`config.mk`:
```
export PLATFORM = sky130hd
export DESIGN_NAME = dcc_channel
export DESIGN_NICKNAME = d
export VERILOG_FILES = /design/src/design/dcc_pkg.sv /design/src/design/dcc_channel.sv /design/src/design/dcc_slot_mover.sv
export SDC_FILE = /design/constraint.sdc
export NUM_CORES = 1
export LEC_CHECK = 0
export BUFFER_PORTS_ARGS = -buffer_cell sky130_fd_sc_hd__buf_2
export CORE_MARGIN = 10
export CORE_UTILIZATION = 40
export DETAILED_ROUTE_END_ITERATION = 6
export PLACE_DENSITY = 0.65
export SLEW_MARGIN = 20
export SYNTH_ARGS = -nofsm -noshare
export SYNTH_HDL_FRONTEND = slang
export SYNTH_HIERARCHICAL = 1
export SYNTH_SLANG_ARGS = --single-unit
```
`constraint.sdc`:
```
create_clock -name ref_clk -period 2.12 [get_ports ref_clk]
set_input_delay 0.318 -clock ref_clk [delete_from_list [all_inputs] [get_ports ref_clk]]
set_output_delay 0.318 -clock ref_clk [all_outputs]
set_load 0.02 [all_outputs]
```
`src/design/dcc_pkg.sv`:
```
// shared types and constants for the dma channel control block
// assumes a single ref_clk domain and a 16-bit register byte address space
package dcc_pkg;

    // register byte addresses
    localparam logic [15:0] ADDR_CTRL   = 16'hffe8;
    localparam logic [15:0] ADDR_SLOT   = 16'hffec;
    localparam logic [15:0] ADDR_STATUS = 16'hfff0;

    // values after reset
    localparam logic [7:0]  CTRL_RST = 8'h00;
    localparam logic [15:0] SLOT_RST = 16'h0000;

    // writable control bits: enable, wrap, direction, endpoint; bits 5:4 stay zero
    localparam logic [7:0]  CTRL_WMASK = 8'hcf;

    localparam int          NUM_SLOTS  = 14;
    localparam logic [3:0]  SLOT_LIMIT = 4'he;

    // status field positions
    localparam int          STAT_OVERRUN = 0;
    localparam int          STAT_BUSY    = 1;
    localparam int          STAT_SLOT_LSB = 4;

    localparam logic [1:0]  RESP_OKAY   = 2'h0;
    localparam logic [1:0]  RESP_SLVERR = 2'h2;

    typedef struct packed {
        logic       enable;
        logic       wrap;
        logic [1:0] rsvd;
        logic       dir_in;
        logic [2:0] endpoint;
    } dcc_ctl_t;

    typedef struct packed {
        logic [1:0]  bytes_per_slot;
        logic [13:0] slot_select_bits;
    } dcc_slot_cfg_t;

    // one byte request toward the buffer manager or the codec port
    typedef struct packed {
        logic       req;
        logic       write;
        logic [7:0] data;
    } dcc_xfer_t;

    typedef enum logic [1:0] {
        SEQ_IDLE,
        SEQ_SRC,
        SEQ_DST
    } dcc_seq_state_t;

endpackage : dcc_pkg

```
`src/design/dcc_channel.sv`:
```
// dma channel control: axi4-lite register slave plus slot mover
// assumes one ref_clk domain, synchronous active-high srst, 32-bit axi4-lite master
// one write and one read at a time; busy and slot status come live from the slot mover, overrun is a sticky flag held here
`timescale 1ns/1ps
`default_nettype none
module dcc_channel (
    input  wire logic               ref_clk,
    input  wire logic               srst,
    input  wire logic [15:0]        s_axi_awaddr,
    input  wire logic               s_axi_awvalid,
    output logic                    s_axi_awready,
    input  wire logic [31:0]        s_axi_wdata,
    input  wire logic [3:0]         s_axi_wstrb,
    input  wire logic               s_axi_wvalid,
    output logic                    s_axi_wready,
    output logic [1:0]              s_axi_bresp,
    output logic                    s_axi_bvalid,
    input  wire logic               s_axi_bready,
    input  wire logic [15:0]        s_axi_araddr,
    input  wire logic               s_axi_arvalid,
    output logic                    s_axi_arready,
    output logic [31:0]             s_axi_rdata,
    output logic [1:0]              s_axi_rresp,
    output logic                    s_axi_rvalid,
    input  wire logic               s_axi_rready,
    output logic                    channel_enable_bit,
    output logic                    wrap_buffer_enable,
    output logic                    endpoint_direction,
    output logic [2:0]              endpoint_number_sel,
    input  wire logic               slot_start,
    input  wire logic [3:0]         slot_index,
    output var  dcc_pkg::dcc_xfer_t ubm_xfer,
    input  wire logic               ubm_ack,
    input  wire logic [7:0]         ubm_rdata,
    output var  dcc_pkg::dcc_xfer_t codec_xfer,
    input  wire logic               codec_ack,
    input  wire logic [7:0]         codec_rdata
);

    typedef struct packed {
        dcc_pkg::dcc_ctl_t      ctl;
        dcc_pkg::dcc_slot_cfg_t slot_cfg;
        logic                   overrun_flag;
        logic                   aw_held;
        logic [15:0]            aw_addr;
        logic                   w_held;
        logic [31:0]            w_data;
        logic [3:0]             w_strb;
        logic                   awready;
        logic                   wready;
        logic                   bvalid;
        logic [1:0]             bresp;
        logic                   arready;
        logic                   rvalid;
        logic [1:0]             rresp;
        logic [31:0]            rdata;
    } dcc_regs_t;

    dcc_regs_t  s;
    dcc_regs_t  next_s;
    logic       mv_busy;
    logic       mv_overrun;
    logic [3:0] mv_slot;
    logic [7:0] status_byte;
    logic       wr_commit;
    logic       rd_take;

    // the mover latches direction per slot, so a control rewrite mid-slot only matters if it clears enable, which ends the slot at the next byte
    dcc_slot_mover u_mover (
        .ref_clk    (ref_clk),
        .srst       (srst),
        .ctl        (s.ctl),
        .slot_cfg   (s.slot_cfg),
        .slot_start (slot_start),
        .slot_index (slot_index),
        .buf_ack    (ubm_ack),
        .buf_rdata  (ubm_rdata),
        .cp_ack     (codec_ack),
        .cp_rdata   (codec_rdata),
        .buf_port   (ubm_xfer),
        .cp_port    (codec_xfer),
        .busy       (mv_busy),
        .overrun    (mv_overrun),
        .cur_slot   (mv_slot)
    );

    always_comb begin
        wr_commit = s.aw_held && s.w_held && !s.bvalid;
        rd_take   = s_axi_arvalid && s.arready;

        // status is assembled live so busy and slot follow the mover
        status_byte = 8'h00;
        status_byte[dcc_pkg::STAT_OVERRUN] = s.overrun_flag;
        status_byte[dcc_pkg::STAT_BUSY]    = mv_busy;
        status_byte[dcc_pkg::STAT_SLOT_LSB +: 4] = mv_slot;

        next_s = s;

        // write commit once both address and data are held
        if (wr_commit) begin
            next_s.aw_held = 1'b0;
            next_s.w_held  = 1'b0;
            next_s.bvalid  = 1'b1;
            next_s.bresp   = dcc_pkg::RESP_OKAY;
            unique case (s.aw_addr)
                dcc_pkg::ADDR_CTRL: begin
                    if (s.w_strb[0]) begin
                        // reserved bits masked so they always read back zero
                        next_s.ctl = s.w_data[7:0] & dcc_pkg::CTRL_WMASK;
                    end
                end
                dcc_pkg::ADDR_SLOT: begin
                    // lane 1 carries bytes per slot and the top six select bits
                    if (s.w_strb[0]) begin
                        next_s.slot_cfg[7:0] = s.w_data[7:0];
                    end
                    if (s.w_strb[1]) begin
                        next_s.slot_cfg[15:8] = s.w_data[15:8];
                    end
                end
                dcc_pkg::ADDR_STATUS: begin
                    // writing one clears overrun; busy and slot are read only
                    if (s.w_strb[0] && s.w_data[dcc_pkg::STAT_OVERRUN]) begin
                        next_s.overrun_flag = 1'b0;
                    end
                end
                default: begin
                    next_s.bresp = dcc_pkg::RESP_SLVERR;
                end
            endcase
        end
        // a new overrun in the clearing cycle still sets the flag
        if (mv_overrun) begin
            next_s.overrun_flag = 1'b1;
        end

        // address and data may be taken in either order, each held until commit
        if (s_axi_awvalid && s.awready) begin
            next_s.aw_held = 1'b1;
            next_s.aw_addr = s_axi_awaddr;
        end
        if (s_axi_wvalid && s.wready) begin
            next_s.w_held = 1'b1;
            next_s.w_data = s_axi_wdata;
            next_s.w_strb = s_axi_wstrb;
        end
        if (s.bvalid && s_axi_bready) begin
            next_s.bvalid = 1'b0;
        end

        // reads answer in the cycle after the address is taken, no wait states
        if (rd_take) begin
            next_s.rvalid = 1'b1;
            next_s.rresp  = dcc_pkg::RESP_OKAY;
            next_s.rdata  = 32'h00000000;
            unique case (s_axi_araddr)
                dcc_pkg::ADDR_CTRL: begin
                    next_s.rdata[7:0] = s.ctl;
                end
                dcc_pkg::ADDR_SLOT: begin
                    next_s.rdata[15:0] = s.slot_cfg;
                end
                dcc_pkg::ADDR_STATUS: begin
                    next_s.rdata[7:0] = status_byte;
                end
                default: begin
                    next_s.rresp = dcc_pkg::RESP_SLVERR;
                end
            endcase
        end
        if (s.rvalid && s_axi_rready) begin
            next_s.rvalid = 1'b0;
        end

        // one write and one read in flight at most
        // a pending response blocks both write channels until it is taken
        next_s.awready = !next_s.aw_held && !next_s.bvalid;
        next_s.wready  = !next_s.w_held && !next_s.bvalid;
        next_s.arready = !next_s.rvalid;
    end

    // reset values come from the package so reads right after reset match
    always_ff @(posedge ref_clk) begin
        if (srst) begin
            s          <= '0;
            s.ctl      <= dcc_pkg::CTRL_RST;
            s.slot_cfg <= dcc_pkg::SLOT_RST;
        end else begin
            s <= next_s;
        end
    end

    assign s_axi_awready       = s.awready;
    assign s_axi_wready        = s.wready;
    assign s_axi_bvalid        = s.bvalid;
    assign s_axi_bresp         = s.bresp;
    assign s_axi_arready       = s.arready;
    assign s_axi_rvalid        = s.rvalid;
    assign s_axi_rresp         = s.rresp;
    assign s_axi_rdata         = s.rdata;
    // control pins come straight from the register flip-flops
    assign channel_enable_bit  = s.ctl.enable;
    assign wrap_buffer_enable  = s.ctl.wrap;
    assign endpoint_direction  = s.ctl.dir_in;
    assign endpoint_number_sel = s.ctl.endpoint;

endmodule : dcc_channel
`default_nettype wire

```
`src/design/dcc_slot_mover.sv`:
```
// per-slot byte mover between endpoint buffer and codec port
// assumes both far ends answer a held req with a one-cycle ack
`timescale 1ns/1ps
`default_nettype none
module dcc_slot_mover (
    input  wire logic                   ref_clk,
    input  wire logic                   srst,
    input  wire dcc_pkg::dcc_ctl_t      ctl,
    input  wire dcc_pkg::dcc_slot_cfg_t slot_cfg,
    input  wire logic                   slot_start,
    input  wire logic [3:0]             slot_index,
    input  wire logic                   buf_ack,
    input  wire logic [7:0]             buf_rdata,
    input  wire logic                   cp_ack,
    input  wire logic [7:0]             cp_rdata,
    output var  dcc_pkg::dcc_xfer_t     buf_port,
    output var  dcc_pkg::dcc_xfer_t     cp_port,
    output logic                        busy,
    output logic                        overrun,
    output logic [3:0]                  cur_slot
);

    typedef struct packed {
        dcc_pkg::dcc_seq_state_t state;
        logic                    dir_in;
        logic [1:0]              left;
        logic [3:0]              slot;
        logic                    overrun;
        dcc_pkg::dcc_xfer_t      bufx;
        dcc_pkg::dcc_xfer_t      cpx;
    } dcc_mover_t;

    dcc_mover_t s;
    dcc_mover_t next_s;
    logic       hit;
    logic       src_ack;
    logic       dst_ack;
    logic [7:0] src_data;

    always_comb begin
        // a slot is ours only while enabled and its select bit is set
        hit      = slot_start && ctl.enable && (slot_index < dcc_pkg::SLOT_LIMIT)
                   && slot_cfg.slot_select_bits[slot_index];
        src_ack  = s.dir_in ? cp_ack : buf_ack;
        dst_ack  = s.dir_in ? buf_ack : cp_ack;
        src_data = s.dir_in ? cp_rdata : buf_rdata;
        next_s   = s;
        next_s.overrun = 1'b0;
        unique case (s.state)
            dcc_pkg::SEQ_IDLE: begin
                if (hit) begin
                    next_s.state  = dcc_pkg::SEQ_SRC;
                    next_s.dir_in = ctl.dir_in;
                    next_s.left   = slot_cfg.bytes_per_slot;
                    next_s.slot   = slot_index;
                    next_s.cpx    = '{req: ctl.dir_in, write: 1'b0, data: 8'h00};
                    next_s.bufx   = '{req: !ctl.dir_in, write: 1'b0, data: 8'h00};
                end
            end
            dcc_pkg::SEQ_SRC: begin
                if (src_ack) begin
                    next_s.state = dcc_pkg::SEQ_DST;
                    // in: codec to buffer; out: buffer to codec
                    next_s.cpx   = '{req: !s.dir_in, write: 1'b1, data: src_data};
                    next_s.bufx  = '{req: s.dir_in, write: 1'b1, data: src_data};
                end
            end
            dcc_pkg::SEQ_DST: begin
                if (dst_ack) begin
                    next_s.cpx.req  = 1'b0;
                    next_s.bufx.req = 1'b0;
                    // disabling ends the slot at a byte boundary, never mid-handshake
                    if (s.left == 2'h0 || !ctl.enable) begin
                        next_s.state = dcc_pkg::SEQ_IDLE;
                    end else begin
                        next_s.state = dcc_pkg::SEQ_SRC;
                        next_s.left  = s.left - 2'h1;
                        next_s.cpx   = '{req: s.dir_in, write: 1'b0, data: 8'h00};
                        next_s.bufx  = '{req: !s.dir_in, write: 1'b0, data: 8'h00};
                    end
                end
            end
            default: begin
                next_s = '0;
            end
        endcase
        // a selected slot arriving while still busy is dropped and reported
        if (s.state != dcc_pkg::SEQ_IDLE && slot_start && ctl.enable
            && (slot_index < dcc_pkg::SLOT_LIMIT) && slot_cfg.slot_select_bits[slot_index]) begin
            next_s.overrun = 1'b1;
        end
    end

    always_ff @(posedge ref_clk) begin
        if (srst) begin
            s <= '0;
        end else begin
            s <= next_s;
        end
    end

    assign buf_port = s.bufx;
    assign cp_port  = s.cpx;
    assign busy     = (s.state != dcc_pkg::SEQ_IDLE);
    assign overrun  = s.overrun;
    assign cur_slot = s.slot;

endmodule : dcc_slot_mover
`default_nettype wire

```
Word level (Yosys, flattened, before mapping)

Index checks and enable logic that the tools add are counted.

$add $sub $neg: 1
Magnitude comparators: 2
Equality and inequality tests: 12
Mux-type cells: 36
Bitwise logic cells: 2
Reduce and logical (&&, ||, !) cells: 43

Operators by type and width:

| kind                                                                  | count |
|---|---|
| 16-bit equality test (second input constant)                          | 6 |
| 20-bit 2-to-1 mux                                                     | 4 |
| 20-bit case mux with 3 select lines                                   | 1 |
| 37-bit 2-to-1 mux                                                     | 1 |
| 35-bit 2-to-1 mux                                                     | 1 |
| 8-bit case mux with 3 select lines                                    | 1 |
| 1-bit logical AND                                                     | 17 |
| 17-bit 2-to-1 mux                                                     | 1 |
| 8-bit 2-to-1 mux                                                      | 2 |
| 3-bit AND reduction                                                   | 5 |
| 2-bit 2-to-1 mux                                                      | 7 |
| 2-bit case mux with 3 select lines                                    | 2 |
| 1-bit 2-to-1 mux                                                      | 11 |
| 9-bit 2-to-1 mux                                                      | 1 |
| 1-bit logical NOT                                                     | 8 |
| 4-bit case mux with 2 select lines                                    | 1 |
| 4-bit AND reduction                                                   | 2 |
| 2-bit nonzero test                                                    | 4 |
| 2-bit by 1-bit != test with 1-bit output (second input constant)      | 3 |
| 3-bit OR reduction                                                    | 2 |
| 4-bit by 5-bit < comparator with 1-bit output (second input constant) | 1 |
| 1-bit binary-select mux with 4-bit select                             | 1 |
| 2-bit logical NOT                                                     | 2 |
| 4-bit < comparator (second input constant)                            | 1 |
| 10 further kinds                                                      | 11 |

Register bits after elaboration: 132
Input port bits: 98

Depth between registers and ports, before layout

Word-level depth: 7
Depth in mapped cells: 9
Depth with buffers taken out: 7

Modules after synthesis

Netlist, hierarchy kept.

By module, submodules not included:

| module         | instances | cells an instance | area an instance (µm²) |
|---|---|---|---|
| dcc_channel    | 1         | 440               | 3559.7 |
| dcc_slot_mover | 1         | 183               | 1624.1 |

Worst setup path after synthesis

OpenSTA, ideal clock, no wires.

Path type: reg2reg
Start: reg u_mover/s[28] (netlist name)
End: reg u_mover.s (netlist bit u_mover/buf_port[0])
Arrival time: 1868 ps
Setup slack: 180 ps
Cell stages (with the launch flop): 10
Buffers on the path: 2
Path through: dfxtp_1 -> inv_1 -> ha_1 -> buf_6 -> inv_1 -> a21oi_1 -> a21oi_1 -> and4_1 -> buf_4 -> mux2i_1

Word-level cells in the longest chain between the ends: 3

RTL lines:

| what                                                                                       | line                 | RTL |
|---|---|---|
| start, declared                                                                            | dcc_slot_mover.sv:33 | `dcc_mover_t s;` |
| start signal, assigned                                                                     | dcc_slot_mover.sv:98 | `s <= next_s;` |
| 2-bit equality test (tied with other cells)                                                | dcc_slot_mover.sv:49 | `unique case (s.state)` |
| 2-bit by 1-bit != test with 1-bit output (no line) / 2-bit != test (equally long branches) | n/a                  |  |
| 4-bit AND reduction (no line)                                                              | n/a                  |  |

Parallel ways exist; a longest one is shown, timed or not.
A chain may end at the register's enable or synchronous reset.

Worst setup path after layout

Start: reg u_mover/s[28] (netlist name)
End: reg u_mover/s[28] (netlist name)

Word-level cells in the longest chain between the ends: 3

RTL lines:

| what                                               | line |
|---|---|
| 2-bit equality test (tied with other cells)        | dcc_slot_mover.sv:49 |
| 2-bit by 1-bit != test with 1-bit output (no line) | n/a |
| 3-bit AND reduction (no line)                      | n/a |

Parallel ways exist; a longest one is shown, timed or not.

==> flow_summary_export.csv <==
group,metric,value,unit
die,core-area,0.01267,mm2
route,first_iter_violations,267,
die,die-area,0.01791,mm2
die,dieHeight,133.8,um
power_and_ir_drop,ir_worst_vdd,0.3054,mV
run,maxCapViolCount,0,
synthesis,ys_warn_count,6,
synthesis,synth_top_area_share,0.3978,
critical_path,r2r_start,"u_mover/s[28]",
critical_path,r2r_slack,170,ps
timing,rsz0062_at_grt,"no",
synthesis,synthArstFlopShare,0,
die,rows,41,
placement,placed_area,0.005587,mm2
timing,fin_setup_tns,0,ps
critical_path,r2r-end,"u_mover/s[28]",
grt,grt_max_degree,43,
synthesis,synth-seq-cells,103,
synthesis,synthCells,623,
timing,worstMarginPinSlew,668.9,ps
timing,min_period,1946,ps
cells_and_area,design_area,0.005903,mm2
synthesis,synth.most_common_cell,"nand2_1",
cells_and_area,fill_cells,1299,
cts,cts_buffers,9,
timing,setup_ws,174.3,ps
cts,ctsResizeCount,0,
synthesis,seq_area_frac_synth,0.3978,
timing,finalCritPeriodShare,0.9178,
route,drtPass1Iterations,5,
timing,finClkSkew,13.09,ps
min_path,hold_path_end,"s[84]",
route,met3_length,958,um
placement,place_congestion,0.8398,
cells_and_area,fin_util,0.4659,
power_and_ir_drop,p_per_area,687.9,mW/mm2
synthesis,netlist_area,0.005184,mm2
cts,cts_sinks,103,
cells_and_area,drive_gt1_frac,0.2635,
power_and_ir_drop,power,4.061,mW
placement,post-place-ws,-47.65,ps
die,start_util,0.4091,
critical_path,critPathKind,"reg2reg",
route,maxUsedRoutingLayer,"met4",
cts,insertion_delay,350,ps
min_path,worstHoldStart,"s_axi_awaddr[6]",
cts,cts_hold_buf,0,
timing,fmaxAchievable,514.0,MHz
cts,cts_tree,"built",
critical_path,end_kind,"register",
critical_path,worstRegToRegCells,7,
route,vias,4409,
route,wl,13.59,mm
cells_and_area,syn_to_final_growth,13.88,%
cells_and_area,finish.net_count,800,
cts,postCtsSetupRepairBufs,0,
synthesis,synth_edf_count,0,
die,die_width,133.8,um
synthesis,avgSynthCellArea,8.321,um2
cts,clkSlewWorstSetupHoldPaths,70,ps
die,io-pin-count,165,
placement,port_buffers,128,
critical_path,arrival,2210,ps
min_path,hold_path_depth,3,
synthesis,synth.distinct_cells,49,
synthesis,synth_common_cells,"nand2_1 (104), dfxtp_1 (103), a21oi_1 (82), buf_4 (64), nand3_1 (25)",
cts,clockBufferDepth,2,
route,met2_length,6.012,mm
timing,slew_violations,0,
route,met1Wirelength,6.382,mm
route,via_per_inst,5.039,
power_and_ir_drop,leakage,2.347,nW
grt,grt_pass1_wl,21.72,mm
grt,track_usage,0.1460,
grt,grt_pass1_vias,4275,
synthesis,yosys.area.top_type,"dfxtp_1",
grt,overflow,0,
critical_path,startpoint_type,"register",
timing,whs,202.3,ps
timing,finalHoldViolations,0,
cells_and_area,layoutNonFillerInstCount,875,
min_path,min_path_type,"in2reg",
placement,dp_hpwl,10.43,mm
cts,h-tree-depth,3,
synthesis,ys.flop_type,"dfxtp_1",
cts,clock_tree.root_cell,"clkbuf_16",
synthesis,yosys-top-cells-area,"dfxtp_1 (40%), buf_4 (9.3%), a21oi_1 (7.9%)",
route,ant_nets,0,
critical_path,cp_data_required_time,2380,ps
status,outcome,"finished, final reports clean",
grt,antenna_found_initial,1,
timing,finalSetupViolations,0,
placement,placed_cells,858,
route,routedWlPerCell,15.54,um
timing,maxSlewHeadroom,0.5540,
critical_path,cp_max_fo,13,
route,drc_errors,0,
[worst max-delay path by stage]
stage,start,to,cells after the start
5_1_grt,u_mover/s[28],u_mover/s[28],7
6_report,u_mover/s[28],u_mover/s[28],7
3_5_place_dp,slot_index[0],u_mover/buf_port[2],6
3_3_place_gp,slot_index[0],u_mover/buf_port[1],6
2_1_floorplan,u_mover/s[28],u_mover/buf_port[0],9
4_1_cts,u_mover/s[28],u_mover/buf_port[2],8
[report_power, final]
group	internal, mW	total (mW)	switching (mW)
logic	0.125	0.325	0.200
registers	1.98	2.01	0.0304
clock network	0.941	1.73	0.788
total	3.04	4.06	1.02
[worst max-delay path, stage by stage, from the launching register on]
cell and delay [ps]:
dfxtp_1 380, inv_1 80, ha_1 280, nand2_1 100, a21oi_1 50, a21o_2 300
or4_1 510, a21oi_1 160
[cell usage in the layout (no fill, tap or decap), drive strengths merged, types with 2 or more instances in the layout]
| master | n |
|---|---|
| o31ai | 8 |
| nor3 | 3 |
| mux2i | 24 |
| nor4 | 7 |
| and2 | 3 |
| conb | 18 |
| and3b | 2 |
| buf | 142 |
| a31oi | 3 |
| or3 | 4 |
| o21a | 2 |
| nor2 | 21 |
| mux2 | 15 |
| and4 | 3 |
| dfxtp | 103 |
| o21ai | 33 |
| clkbuf | 9 |
| clkinv | 2 |
| a211oi | 2 |
| nand3 | 25 |
| nand2b | 11 |
| nor2b | 8 |
| nand2 | 104 |
| or4 | 5 |
| inv | 16 |
| nor3b | 2 |
| ha | 5 |
| a21o | 2 |
| o41ai | 2 |
| a22oi | 8 |
| nand4 | 16 |
| nand3b | 2 |
| mux4 | 2 |
| a21oi | 82 |
[per-layer routing]
layer / up-vias / track usage
li1: 2243 / -
met3: 14 / 0.03809
met5: - / 0
met1: 1992 / 0.1894
met4: 0 / 0.05441
met2: 160 / 0.2277
[final cells by class]
type	count	area (um2)	area share
repair buffers	142	758.2	0.1284
diodes	1	2.502	0.0004239
flip-flops and latches	103	2062	0.3493
well taps	172	215.2	0.03646
multi-input cells	429	2509	0.4250
clock inverters	7	86.33	0.01462
clock buffers	9	225.2	0.03815
inverters	12	45.04	0.007630
[sequential cells by signal, indices dropped and copies added, names as in the netlist, 3 cells and up]
name	flops
s	53
s_axi_rdata	16
u_mover/cur_slot	4
u_mover/s	5
u_mover/buf_port	10
endpoint_number_sel	3
[cells by family (layout without fill, tap and decap cells)]
| kind of cell | after synthesis | after routing | share of synthesized area |
|---|---|---|---|
| simple gates | 220 | 220 | 0.2134 |
| compound gates | 145 | 145 | 0.1574 |
| buf+inv | 108 | 170 | 0.1311 |
| flops | 103 | 103 | 0.3978 |
| mux | 41 | 41 | 0.08762 |
| fa+ha+maj | 5 | 5 | 0.01207 |
| other cells | 1 | 19 | 0.0007234 |
No activity file was read; power rests on OpenSTA's default activity.
